**src/logic/ars_cfg.svh**
```systemverilog
// Constants for the auto-run step sequencer
`ifndef ARS_CFG_SVH
`define ARS_CFG_SVH
// Register indices (word address = index, byte address = 4 * index)
`define ARS_ADDR_MODE      8'h00
`define ARS_ADDR_STATUS    8'h01
`define ARS_ADDR_ACC       8'h02
`define ARS_ADDR_DEC       8'h03
`define ARS_ADDR_FREQ_BASE 8'h10
`define ARS_ADDR_TIME_BASE 8'h20
`define ARS_ADDR_DIR_BASE  8'h30
// Sequencer modes
`define ARS_MODE_OFF       3'h0
`define ARS_MODE_MAX       3'h6
// Directions
`define ARS_DIR_STOP       2'h0
`define ARS_DIR_FWD        2'h1
`define ARS_DIR_REV        2'h2
// Limits
`define ARS_FREQ_MAX       16'h9c40
`define ARS_TIME_MAX       12'he10
// Timing
`define ARS_CLK_HZ         25000000
`define ARS_TICK_S         1
`define ARS_TICK_CYC       (`ARS_CLK_HZ * `ARS_TICK_S)
`endif

```
**src/logic/ars_pkg.sv**
```systemverilog
// Types for the auto-run step sequencer
package ars_pkg;
    typedef enum logic [3:0]
    {
        ARS_IDLE = 4'b0001,
        ARS_RUN  = 4'b0010,
        ARS_HOLD = 4'b0100,
        ARS_DONE = 4'b1000
    } ars_state_t;
endpackage

```
**src/logic/ars_ramp.sv**
```systemverilog
// Frequency ramp generator toward a target
`timescale 1ns/10ps
module ars_ramp
#(
    parameter int FW = 16
)
(
    input  wire logic          ref_clk_in,
    input  wire logic          srst_in,
    input  wire logic          step_in,
    input  wire logic [FW-1:0] target_in,
    input  wire logic [FW-1:0] acc_rate_in,
    input  wire logic [FW-1:0] dec_rate_in,
    output logic      [FW-1:0] freq_out
);
    logic [FW:0] up_sum;
    logic [FW:0] dn_diff;

    // Candidate next values
    assign up_sum  = {1'b0, freq_out} + {1'b0, acc_rate_in};
    assign dn_diff = {1'b0, freq_out} - {1'b0, dec_rate_in};

    // Move toward target once per step pulse, clamped at target
    always_ff @(posedge ref_clk_in)
    begin
        if (srst_in)
            freq_out <= '0;
        else if (step_in && freq_out < target_in)
            freq_out <= (up_sum >= {1'b0, target_in}) ? target_in : up_sum[FW-1:0];
        else if (step_in && freq_out > target_in)
            freq_out <= (dn_diff[FW] || dn_diff[FW-1:0] <= target_in) ? target_in : dn_diff[FW-1:0];
    end
endmodule

```
**src/logic/ars_seq.sv**
```systemverilog
// Auto-run step sequencer top level
// Overview of operation
// - Modes 1 and 4 run each step once in order, then stop output.
// - Modes 2 and 5 wrap to step zero after last step until stopped.
// - Modes 3 and 6 run one cycle then hold final step speed and direction.
// - Modes 1 to 3 resume from interrupted step after stop and rerun.
// - Modes 4 to 6 restart from step zero after stop and rerun.
// - Frequency ramps between steps using selected acceleration and deceleration rates.
// - Step zero target frequency is the keypad frequency setting.
// - Keypad source: enable input high, keypad run and stop keys command.
// - Host source: enable input high, host run and stop commands.
// - Step direction code 0 stop, 1 forward, 2 reverse.
// - Step time 0 to 3600 s; step frequencies 0 to 400 Hz.
//
// The address-and-strobe port and the register addresses are this design's own decisions.
`timescale 1ns/10ps
`include "ars_cfg.svh"
module ars_seq
    import ars_pkg::*;
#(
    parameter int TICK_CYC = `ARS_TICK_CYC,
    parameter int NSTEP    = 16
)
(
    input  wire logic        ref_clk_in,
    input  wire logic        srst_in,
    input  wire logic [7:0]  addr_in,
    input  wire logic [31:0] wdata_in,
    input  wire logic        wr_in,
    input  wire logic        rd_in,
    output logic      [31:0] rdata_out,
    input  wire logic [1:0]  run_source_in,
    input  wire logic        auto_enable_in,
    input  wire logic        key_run_in,
    input  wire logic        key_stop_in,
    input  wire logic        multifunction_input_one_in,
    input  wire logic        host_run_in,
    input  wire logic        host_stop_in,
    input  wire logic [15:0] keypad_freq_in,
    output logic [15:0]      freq_out,
    output logic [15:0]      target_out,
    output logic             forward_rotation_out,
    output logic             reverse_rotation_out,
    output logic             running_out,
    output logic [3:0]       step_out
);
    // ------------------------------------------------------------
    // Storage and synchronisers
    // ------------------------------------------------------------
    logic [2:0]  mode_q;
    logic [15:0] acc_q;
    logic [15:0] dec_q;
    logic [15:0] freq_tab_q [1:NSTEP-1];
    logic [11:0] time_tab_q [0:NSTEP-1];
    logic [1:0]  dir_tab_q  [0:NSTEP-1];
    logic [2:0]  en_sync_q;
    logic [2:0]  term_sync_q;
    logic        en_q;
    logic        term_q;
    logic        term_prev_q;
    ars_state_t  state_q;
    logic [3:0]  step_q;
    logic [11:0] sec_q;
    logic [31:0] tick_cnt_q;
    logic        tick;
    logic        run_cmd;
    logic        stop_cmd;
    logic        last_step;
    logic [3:0]  step_nx;
    logic [15:0] tgt;
    logic [1:0]  dir;
    // Pins pass three flops; change accepted when stages two and three agree
    always_ff @(posedge ref_clk_in)
    begin
        if (srst_in)
        begin
            en_sync_q   <= 3'h0;
            term_sync_q <= 3'h0;
            en_q        <= 1'b0;
            term_q      <= 1'b0;
            term_prev_q <= 1'b0;
        end
        else
        begin
            en_sync_q   <= {en_sync_q[1:0], auto_enable_in};
            term_sync_q <= {term_sync_q[1:0], multifunction_input_one_in};
            if (en_sync_q[1] == en_sync_q[2])
                en_q <= en_sync_q[2];
            if (term_sync_q[1] == term_sync_q[2])
                term_q <= term_sync_q[2];
            term_prev_q <= term_q;
        end
    end
    // ------------------------------------------------------------
    // Register port
    // ------------------------------------------------------------
    // Writes; over-range frequency and time values clamp to the documented limits, an over-range mode selects off
    always_ff @(posedge ref_clk_in)
    begin
        if (srst_in)
        begin
            mode_q <= `ARS_MODE_OFF;
            acc_q  <= 16'h0001;
            dec_q  <= 16'h0001;
            for (int i = 0; i < NSTEP; i++)
            begin
                if (i > 0)
                    freq_tab_q[i] <= 16'h0000;
                time_tab_q[i] <= 12'h000;
                dir_tab_q[i]  <= `ARS_DIR_STOP;
            end
        end
        else if (wr_in)
        begin
            if (addr_in == `ARS_ADDR_MODE)
                mode_q <= (wdata_in[2:0] > `ARS_MODE_MAX) ? `ARS_MODE_OFF : wdata_in[2:0];
            else if (addr_in == `ARS_ADDR_ACC)
                acc_q <= wdata_in[15:0];
            else if (addr_in == `ARS_ADDR_DEC)
                dec_q <= wdata_in[15:0];
            else if (addr_in[7:4] == `ARS_ADDR_FREQ_BASE >> 4 && addr_in[3:0] != 4'h0)
                freq_tab_q[addr_in[3:0]] <= (wdata_in[15:0] > `ARS_FREQ_MAX) ? `ARS_FREQ_MAX : wdata_in[15:0];
            else if (addr_in[7:4] == `ARS_ADDR_TIME_BASE >> 4)
                time_tab_q[addr_in[3:0]] <= (wdata_in[31:12] != 20'h0 || wdata_in[11:0] > `ARS_TIME_MAX)
                                            ? `ARS_TIME_MAX : wdata_in[11:0];
            else if (addr_in[7:4] == `ARS_ADDR_DIR_BASE >> 4)
                dir_tab_q[addr_in[3:0]] <= wdata_in[1:0];
        end
    end
    // Reads, data valid the cycle after the strobe; unmapped read zero
    always_ff @(posedge ref_clk_in)
    begin
        if (srst_in || !rd_in)
            rdata_out <= 32'h0;
        else if (addr_in == `ARS_ADDR_MODE)
            rdata_out <= {29'h0, mode_q};
        else if (addr_in == `ARS_ADDR_STATUS)
            rdata_out <= {12'h0, sec_q, step_q, state_q};
        else if (addr_in == `ARS_ADDR_ACC)
            rdata_out <= {16'h0, acc_q};
        else if (addr_in == `ARS_ADDR_DEC)
            rdata_out <= {16'h0, dec_q};
        else if (addr_in[7:4] == `ARS_ADDR_FREQ_BASE >> 4)
            rdata_out <= {16'h0, (addr_in[3:0] == 4'h0) ? keypad_freq_in : freq_tab_q[addr_in[3:0]]};
        else if (addr_in[7:4] == `ARS_ADDR_TIME_BASE >> 4)
            rdata_out <= {20'h0, time_tab_q[addr_in[3:0]]};
        else if (addr_in[7:4] == `ARS_ADDR_DIR_BASE >> 4)
            rdata_out <= {30'h0, dir_tab_q[addr_in[3:0]]};
        else
            rdata_out <= 32'h0;
    end
    // ------------------------------------------------------------
    // Command decode
    // ------------------------------------------------------------
    // Run by source, valid only while enable is closed and mode is not off; stop by source or by open enable
    always_comb
    begin
        run_cmd  = 1'b0;
        stop_cmd = !en_q;
        case (run_source_in)
            2'h0:
            begin
                run_cmd  = en_q && key_run_in;
                stop_cmd = stop_cmd || key_stop_in;
            end
            2'h1:
            begin
                run_cmd  = en_q && term_q && !term_prev_q;
                stop_cmd = stop_cmd || (!term_q && term_prev_q);
            end
            default:
            begin
                run_cmd  = en_q && host_run_in;
                stop_cmd = stop_cmd || host_stop_in;
            end
        endcase
        if (mode_q == `ARS_MODE_OFF)
            run_cmd = 1'b0;
    end
    // One-second tick, restarted whenever the sequencer leaves the run state
    always_ff @(posedge ref_clk_in)
    begin
        if (srst_in || state_q != ARS_RUN || tick_cnt_q == 32'(TICK_CYC - 1))
            tick_cnt_q <= 32'h0;
        else
            tick_cnt_q <= tick_cnt_q + 32'h1;
    end
    assign tick = (state_q == ARS_RUN) && (tick_cnt_q == 32'(TICK_CYC - 1));
    // zero time or table end closes the cycle
    assign step_nx   = step_q + 4'h1;
    assign last_step = (step_q == 4'(NSTEP - 1)) || (time_tab_q[step_nx] == 12'h000);
    // ------------------------------------------------------------
    // Sequencer
    // ------------------------------------------------------------
    always_ff @(posedge ref_clk_in)
    begin
        if (srst_in)
        begin
            state_q <= ARS_IDLE;
            step_q  <= 4'h0;
            sec_q   <= 12'h000;
        end
        else
        begin
            case (state_q)
                ARS_IDLE, ARS_DONE:
                    if (run_cmd)
                    begin
                        state_q <= ARS_RUN;
                        // fresh cycle in modes 4 to 6 and after done; modes 1 to 3 resume from idle
                        if (mode_q >= 3'h4 || state_q == ARS_DONE)
                        begin
                            step_q <= 4'h0;
                            sec_q  <= 12'h000;
                        end
                    end
                ARS_RUN:
                    if (stop_cmd)
                        state_q <= ARS_IDLE;
                    else if (tick && sec_q + 12'h1 < time_tab_q[step_q])
                        sec_q <= sec_q + 12'h1;
                    else if (tick || time_tab_q[step_q] == 12'h000)
                    begin
                        sec_q <= 12'h000;
                        if (!last_step)
                            step_q <= step_nx;
                        else if (mode_q == 3'h2 || mode_q == 3'h5)
                            step_q <= 4'h0;
                        else if (mode_q == 3'h3 || mode_q == 3'h6)
                            state_q <= ARS_HOLD;
                        else
                            state_q <= ARS_DONE;
                    end
                ARS_HOLD:
                    if (stop_cmd)
                        state_q <= ARS_DONE;
                default:
                    state_q <= ARS_IDLE;
            endcase
        end
    end
    // ------------------------------------------------------------
    // Outputs
    // ------------------------------------------------------------
    // step zero uses keypad frequency; direction decode
    always_comb
    begin
        tgt = (step_q == 4'h0) ? keypad_freq_in : freq_tab_q[step_q];
        dir = dir_tab_q[step_q];
        if (state_q == ARS_IDLE || state_q == ARS_DONE || dir == `ARS_DIR_STOP || dir > `ARS_DIR_REV)
            tgt = 16'h0000;
    end
    // Registered direction and status
    always_ff @(posedge ref_clk_in)
    begin
        if (srst_in)
        begin
            target_out           <= 16'h0000;
            forward_rotation_out <= 1'b0;
            reverse_rotation_out <= 1'b0;
            running_out          <= 1'b0;
            step_out             <= 4'h0;
        end
        else
        begin
            target_out           <= tgt;
            forward_rotation_out <= (state_q == ARS_RUN || state_q == ARS_HOLD) && dir == `ARS_DIR_FWD;
            reverse_rotation_out <= (state_q == ARS_RUN || state_q == ARS_HOLD) && dir == `ARS_DIR_REV;
            running_out          <= state_q == ARS_RUN || state_q == ARS_HOLD;
            step_out             <= step_q;
        end
    end
    // ramp with selected rates, one step per millisecond
    logic [15:0] ms_cnt_q;
    always_ff @(posedge ref_clk_in)
    begin
        if (srst_in || ms_cnt_q == 16'(TICK_CYC / 1000 > 0 ? TICK_CYC / 1000 - 1 : 0))
            ms_cnt_q <= 16'h0;
        else
            ms_cnt_q <= ms_cnt_q + 16'h1;
    end
    ars_ramp #(.FW(16)) u_ramp (
        .ref_clk_in  (ref_clk_in),
        .srst_in     (srst_in),
        .step_in     (ms_cnt_q == 16'(TICK_CYC / 1000 > 0 ? TICK_CYC / 1000 - 1 : 0)),
        .target_in   (target_out),
        .acc_rate_in (acc_q),
        .dec_rate_in (dec_q),
        .freq_out    (freq_out)
    );
endmodule

```
**config.mk**
```make
export PLATFORM = sky130hd
export DESIGN_NAME = ars_seq
export DESIGN_NICKNAME = d
export VERILOG_FILES = /design/src/logic/ars_pkg.sv /design/src/logic/ars_ramp.sv /design/src/logic/ars_seq.sv
export VERILOG_INCLUDE_DIRS = /design/src /design/src/logic
export SDC_FILE = /design/constraint.sdc
export NUM_CORES = 1
export LEC_CHECK = 0
export BUFFER_PORTS_ARGS = -buffer_cell sky130_fd_sc_hd__clkbuf_2
export CAP_MARGIN = 5
export CORE_MARGIN = 2
export CORE_UTILIZATION = 30
export DETAILED_ROUTE_END_ITERATION = 6
export SKIP_LAST_GASP = 1
export SYNTH_ARGS = -nofsm -noshare
export SYNTH_HDL_FRONTEND = slang
export SYNTH_HIERARCHICAL = 1
export SYNTH_SLANG_ARGS = --single-unit
```
**constraint.sdc**
```tcl
create_clock -name ref_clk_in -period 6.41 [get_ports ref_clk_in]
set_input_delay 0.641 -clock ref_clk_in [delete_from_list [all_inputs] [get_ports ref_clk_in]]
set_output_delay 0.641 -clock ref_clk_in [all_outputs]
set_load 0.1 [all_outputs]
```
==> results.cfg, run 1 <==
[timing]
slew_headroom_pct = 14.6
fin_crit_sh_pct = 77.5
setup_viol = 0
finClkSkew_ns = 0.0426
drv_slew = 0
finalCriticalPeriod_ns = 4.97
finalSetupTns_ns = 0
tightest_slew_ns = 1.28
rsz0062_at_grt = false
max_freq_ghz = 0.201
finalHoldViolCount = 0

[cts]
cts_sinks = 655
insertion_delay_ns = 0.64
clkTransAtPathRegs_ns = 0.06
cts_tree = yes
cts_max_level = 3
postCtsSetupRepairBufs = 0
clockRootBuffer = clkbuf_16
ctsResizeCount = 0
cts_buffer_depth = 3
hold_buffers = 0
cts_made_buffers = 70

[power_and_ir_drop]
p_seq_share_pct = 48.8
p_per_area_nw_per_um2 = 245
p_clk_share_pct = 41.1
p_int_mw = 7.42
cellLeakagePower_nw = 14.0
p_comb_share_pct = 10.0
netSwitchingPower_mw = 2.53
p_sw_share_pct = 25.5
ir_drop_v = 0.000186

[final_layout]
finalNetCount = 3296
multi_input_area_um2 = 17000
fin_util_pct = 34.0
area.sequential_um2 = 17900
n_fill_cell = 11900
finalNonFillerCells = 4797
drive_gt1_share_pct = 19.1
area_delta_synth_final_pct = 12.8

[min_path]
min-delay-start = auto_enable_in
min_path_type = input port to register

[worst_setup_path]
timing.rr.start = u_ramp/freq_out[0]$_SDFFE_PP0P_
crit_arrival_ns = 5.49
max_stage_delay_ns = 0.41
crit_type = register to register
worstSetupStartpointType = register
startpoint = u_ramp/freq_out[0]$_SDFFE_PP0P_
crit_fanout = 13
critPathCaptureType = register
worstPathCellList = inv_1 > ha_1 > inv_1 > fa_1 > a211oi_1 > o21bai_1 > a21oi_1 > o211ai_1 > a21bo_2 > a21oi_1 > xor2_1 > inv_1 > ha_1 > and4_1 > and2_1 > nand2_1 > o311ai_1 > o221ai_2 > buf_4 > nand2_1 > o211ai_1 > a221oi_1
crit_family = compound AO/OA/AOI/OAI gates
cpMaxStageDelayCell = fa_1
crit_buf_inv = 4
worstPathRequired_ns = 6.93
crit_top_cell = inv_1

[drt]
final_antenna_net_count = 0
num_vias = 26900
drt-total-wl_mm = 123
avgRoutedWirePerCell_um = 25.5
detail_route.vias_per_cell = 5.61
drt_iter0_markers = 3116
drt-pass1-iter-count = 7
drc_errors = 1

[yosys]
ys.warnings.count = 6
synth-seq-cells = 655
ys_types = 78
async_flop_share_pct = 0
synthCells = 3063
synth_edf_count = 480
synth_top_flop_cell = edfxtp_1
synth.avg_cell_area_um2 = 11.7
seq_area_frac_synth_pct = 49.8
synth_area_um2 = 36000

[placement]
placed_cells_incl_taps = 4670
globalplace.congestion = 0.936
io_buffers = 126
dp_hpwl_mm = 86.0

[floorplanning]
die_w_um = 350
ioPinCount = 139
die_h_um = 350
dieArea_um2 = 123000
core_um2 = 119000
start_util_pct = 30.1
num_rows = 127

[grt]
grt_max_degree = 78
grt_first_pass_wirelength_mm = 178
grt.total_usage_pct = 19.6
grtUsageMet1_pct = 25.8
met2_usage_pct = 31.3
grt_overflow = 0
grt-busiest-layer = met2
grt_pass1_vias = 26200
gr-usage-met3_pct = 4.21
antenna_found_initial = 10

[flow_run]
drv_cap = 0

[outcome]
status = finished, violations left
violations = DRC
-- power groups by stage --
stage	combinational (mW)	clock, mW	sequential, mW
2_1_floorplan	0.631	0	4.94
3_3_place_gp	0.978	0	4.94
3_5_place_dp	0.986	0	4.94
4_1_cts	0.988	4.14	4.85
5_1_grt	1.05	4.29	4.88
6_report	1.00	4.09	4.86
-- per-stage QoR --
| stage | cell area [um2] | hold WS, ns | setup WS (ns) | power [mW] |
|---|---|---|---|---|
| finish | 40600 | 0.248 | 1.44 | 9.95 |
| global route | 40600 | 0.246 | 0.993 | 10.2 |
| CTS | 40600 | 0.221 | 1.47 | 9.99 |
| detailed placement | 38300 | 0.433 | 1.52 | 5.93 |
| global placement | 38300 | 0.425 | 1.53 | 5.91 |
| floorplan | 36100 | 0.414 | 1.56 | 5.57 |
-- sequential cells by signal (all words and copies together) (netlist names), 3 cells and up, named ones only --
register / cells
en_sync_q: 3
dir_tab_q: 32
u_ramp/freq_out: 16
rdata_out: 20
ms_cnt_q: 16
target_out: 16
mode_q: 3
freq_tab_q: 256
step_q: 4
acc_q: 16
step_out: 4
time_tab_q: 192
tick_cnt_q: 32
dec_q: 16
sec_q: 12
state_q: 4
term_sync_q: 3
-- kinds of logic after synthesis --
group | synth area share, %
XOR/XNOR | 1.97
AO/OA/AOI/OAI | 7.20
multiplexers | 18.7
other | 0.0104
adder cells (fa/ha/maj) | 3.45
AND/OR/NAND/NOR | 15.4
buffers and inverters | 3.47
flip-flops | 49.8
-- final cells by class --
| class | instances | share of cell area (%) |
|---|---|---|
| diodes | 3 | 0.0185 |
| clock buffers | 93 | 4.76 |
| clock inverters | 31 | 0.804 |
| inverters | 75 | 0.693 |
| multi-input cells | 2138 | 41.8 |
| flip-flops and latches | 655 | 44.2 |
| well taps | 1612 | 4.97 |
| repair buffers | 190 | 2.81 |
-- metal layers --
layer,share of wire (%),vias up,wire (um)
li1,-,11600,-
met1,39,13500,47800
met2,46,1553,56700
met3,10,250,12600
met4,4.4,14,5330
met5,0.067,-,82
-- Yosys cell counts (all sizes together), types with 8 or more instances --
library cell  number  share of area, %
xnor2             34              0.83
xor2              47               1.1
a31oi             12              0.21
o21bai             9              0.19
a22o               9              0.22
buf               61               1.0
dfxtp            175               9.7
a211o             12              0.29
nand3b            16              0.33
nand4             45              0.78
and2              11              0.19
nor4              59               1.0
a21oi            138               1.9
o221ai             8              0.21
edfxtp           480                40
and3              54              0.94
or3               12              0.22
mux4             288                18
inv               74              0.77
nor3              42              0.58
nor2             592               6.2
a221oi             9              0.22
a21o              35              0.73
mux2i             18              0.50
clkbuf           161               1.7
o21ai             47              0.65
o211ai            16              0.33
ha                96               3.3
nand3             38              0.53
a211oi            17              0.35
nand2            269               2.8
a22oi             16              0.33
nor2b             24              0.42
nand2b            43              0.75
-- layout by cell type (no fill, tap or decap), types with 10 or more instances in the layout --
cell / instances
a211o_1: 12
a211oi_1: 17
a21o_1: 35
a21oi_1: 136
a22oi_1: 16
a31oi_1: 12
and2_1: 10
and3_1: 54
buf_4: 64
clkbuf_1: 15
clkbuf_16: 72
clkbuf_2: 122
conb_1: 28
dfxtp_1: 172
edfxtp_1: 480
ha_1: 96
inv_1: 74
mux2i_1: 18
mux4_2: 280
nand2_1: 269
nand2b_1: 43
nand3_1: 38
nand3b_1: 16
nand4_1: 45
nor2_1: 590
nor2b_1: 22
nor3_1: 39
nor4_1: 55
o211ai_1: 16
o21ai_0: 39
or3_1: 11
xnor2_1: 34
xor2_1: 47
-- final timing paths --
check / to / slack (ns) / depth (start not counted)
worst min register to register: ms_cnt_q[0]$_SDFF_PP0_ / 0.44 / 1
worst min-delay path: en_sync_q[0]$_SDFF_PP0_ / 0.25 / 2
worst max-delay path: u_ramp/freq_out[2]$_SDFFE_PP0P_ / 1.44 / 22
worst max register to register: u_ramp/freq_out[2]$_SDFFE_PP0P_ / 1.44 / 22
Power figures use the tool's default switching activity.
==> run 2, diff against run 1 <==
==> constraint.sdc (replaced) <==
create_clock -name ref_clk_in -period 4.5 [get_ports ref_clk_in]
set_input_delay 0.45 -clock ref_clk_in [delete_from_list [all_inputs] [get_ports ref_clk_in]]
set_output_delay 0.45 -clock ref_clk_in [all_outputs]
set_load 0.1 [all_outputs]
==> run 2 against run 1 <==
  * The flow now finishes without violations
  * Clock power increased by 45%
  * Power up 44%
  * Register-to-register slack lost 1.3 ns
  * Final cell count is 0.96% higher
  * Critical path type unchanged
  * Largest power group unchanged
==> results.cfg, run 2 (synthesis results as in run 1) <==
[drt]
drt-pass1-iter-count = 6
drt-total-wl_mm = 125
detail_route.vias_per_cell = 5.63
final_antenna_net_count = 0
drc_errors = 0
drt_iter0_markers = 3576
num_vias = 27300
avgRoutedWirePerCell_um = 25.8

[grt]
antenna_found_initial = 10
grt_first_pass_wirelength_mm = 181
grt_overflow = 0
grt_max_degree = 65
grt.total_usage_pct = 20.1
grt_pass1_vias = 26400

[worst_setup_path]
crit_fanout = 7
worstSetupStartpointType = register
critPathCaptureType = register
max_stage_delay_ns = 0.41
crit_arrival_ns = 4.96
cpMaxStageDelayCell = fa_2
crit_type = register to register
worstPathCellList = inv_4 > ha_4 > inv_2 > fa_2 > a211oi_2 > o21bai_2 > a21oi_2 > o211ai_1 > a21bo_2 > a21oi_2 > xor2_1 > inv_1 > ha_4 > and4_1 > and2_4 > a221oi_4 > o311ai_4 > o221ai_4 > buf_4 > o21ai_0 > a211o_1 > a31oi_1
worstPathRequired_ns = 5.06

[cts]
cts_max_level = 3
insertion_delay_ns = 0.64
cts_made_buffers = 70
clkTransAtPathRegs_ns = 0.07
hold_buffers = 0
cts_sinks = 655
clockRootBuffer = clkbuf_16
cts_buffer_depth = 3
cts_tree = yes

[placement]
io_buffers = 126
dpl_cell_area_um2 = 38700
dp_hpwl_mm = 89.2
globalplace.congestion = 0.989

[final_layout]
final_cell_mix = nor2_1, edfxtp_1, mux4_2, nand2_1, dfxtp_1
final_common_cell = nor2_1
n_fill_cell = 11800
finalNetCount = 3343
regMostFlops = freq_tab_q
fin_util_pct = 34.5
largest_reg_flops = 256
area_delta_synth_final_pct = 14.4
drive_gt1_share_pct = 21.3
largest_registers = freq_tab_q (256), time_tab_q (192)
final_area_um2 = 41200

[timing]
finalCriticalPeriod_ns = 4.39
slew_headroom_pct = 18.2
setup_viol = 0
fin_crit_sh_pct = 97.6
tightest_slew_ns = 1.23
finalSetupTns_ns = 0
rsz0062_at_grt = true
max_freq_ghz = 0.228
finalHoldViolCount = 0
drv_slew = 0
finClkSkew_ns = 0.0314

[floorplanning]
num_rows = 127
start_util_pct = 30.1
die_w_um = 350
ioPinCount = 139
dieArea_um2 = 123000
die_h_um = 350
core_um2 = 119000

[power_and_ir_drop]
power.total_mw = 14.4
cellLeakagePower_nw = 14.4
ir_drop_v = 0.000246
p_per_area_nw_per_um2 = 349

[flow_run]
drv_cap = 0

[outcome]
status = completed

[min_path]
min_path_type = input port to register
-- run 2: final cells by class --
cell class,instances,area [um2],share of cell area [%]
sequential,655,17900,43.6
multi-input combinational,2138,17100,41.6
tap,1612,2020,4.90
clock buffer,93,1950,4.75
timing repair buffer,237,1520,3.69
clock inverter,32,343,0.833
inverter,75,284,0.690
antenna,1,2.50,0.00608
-- run 2: worst paths after layout --
kind | from | endpoint | slack (ns) | cells after the start
max reg2reg | u_ramp/freq_out[0]$_SDFFE_PP0P_ | u_ramp/freq_out[9]$_SDFFE_PP0P_ | 0.11 | 22
max | u_ramp/freq_out[0]$_SDFFE_PP0P_ | u_ramp/freq_out[9]$_SDFFE_PP0P_ | 0.11 | 22
min | multifunction_input_one_in | term_sync_q[0]$_SDFF_PP0_ | 0.03 | 2
min reg2reg | en_sync_q[0]$_SDFF_PP0_ | en_sync_q[1]$_SDFF_PP0_ | 0.44 | 1
-- run 2: power breakdown --
group          internal, mW  switching (mW)
sequential             6.72           0.214
combinational         0.564           0.925
clock                  3.37            2.56
-- run 2: stage by stage --
stage	worst slack, ns	hold WS [ns]	instances
2_1_floorplan	0.0122	0.414	3090
3_3_place_gp	-0.207	0.429	4710
3_5_place_dp	-0.235	0.424	4710
4_1_cts	0.0387	0.0180	4837
5_1_grt	-0.114	0.0373	4843
6_report	0.106	0.0341	4843
-- run 2: repair_timing --
item | in CTS | in global routing
gates resized for setup | 3 | 40
gates cloned | 0 | 1
buffers inserted | 2 | 4
endpoints found under the setup margin | 15 | 16
pin swaps | 2 | 26
-- run 2: layer usage --
metal	track usage, %	wire length [um]	vias up
li1	-	-	11700
met1	26.2	47800	13700
met2	32.0	57900	1582
met3	4.85	14000	284
met4	8.08	5120	18
met5	0	109	-
-- run 2: worst max-delay path: cells and delay by family (launching register included) --
kind,cells,cell delay (ns)
compound gates,12,2.27
fa+ha+maj,3,0.76
buf+inv,4,0.38
simple gates,2,0.38
flops,1,0.35
xor+xnor,1,0.18
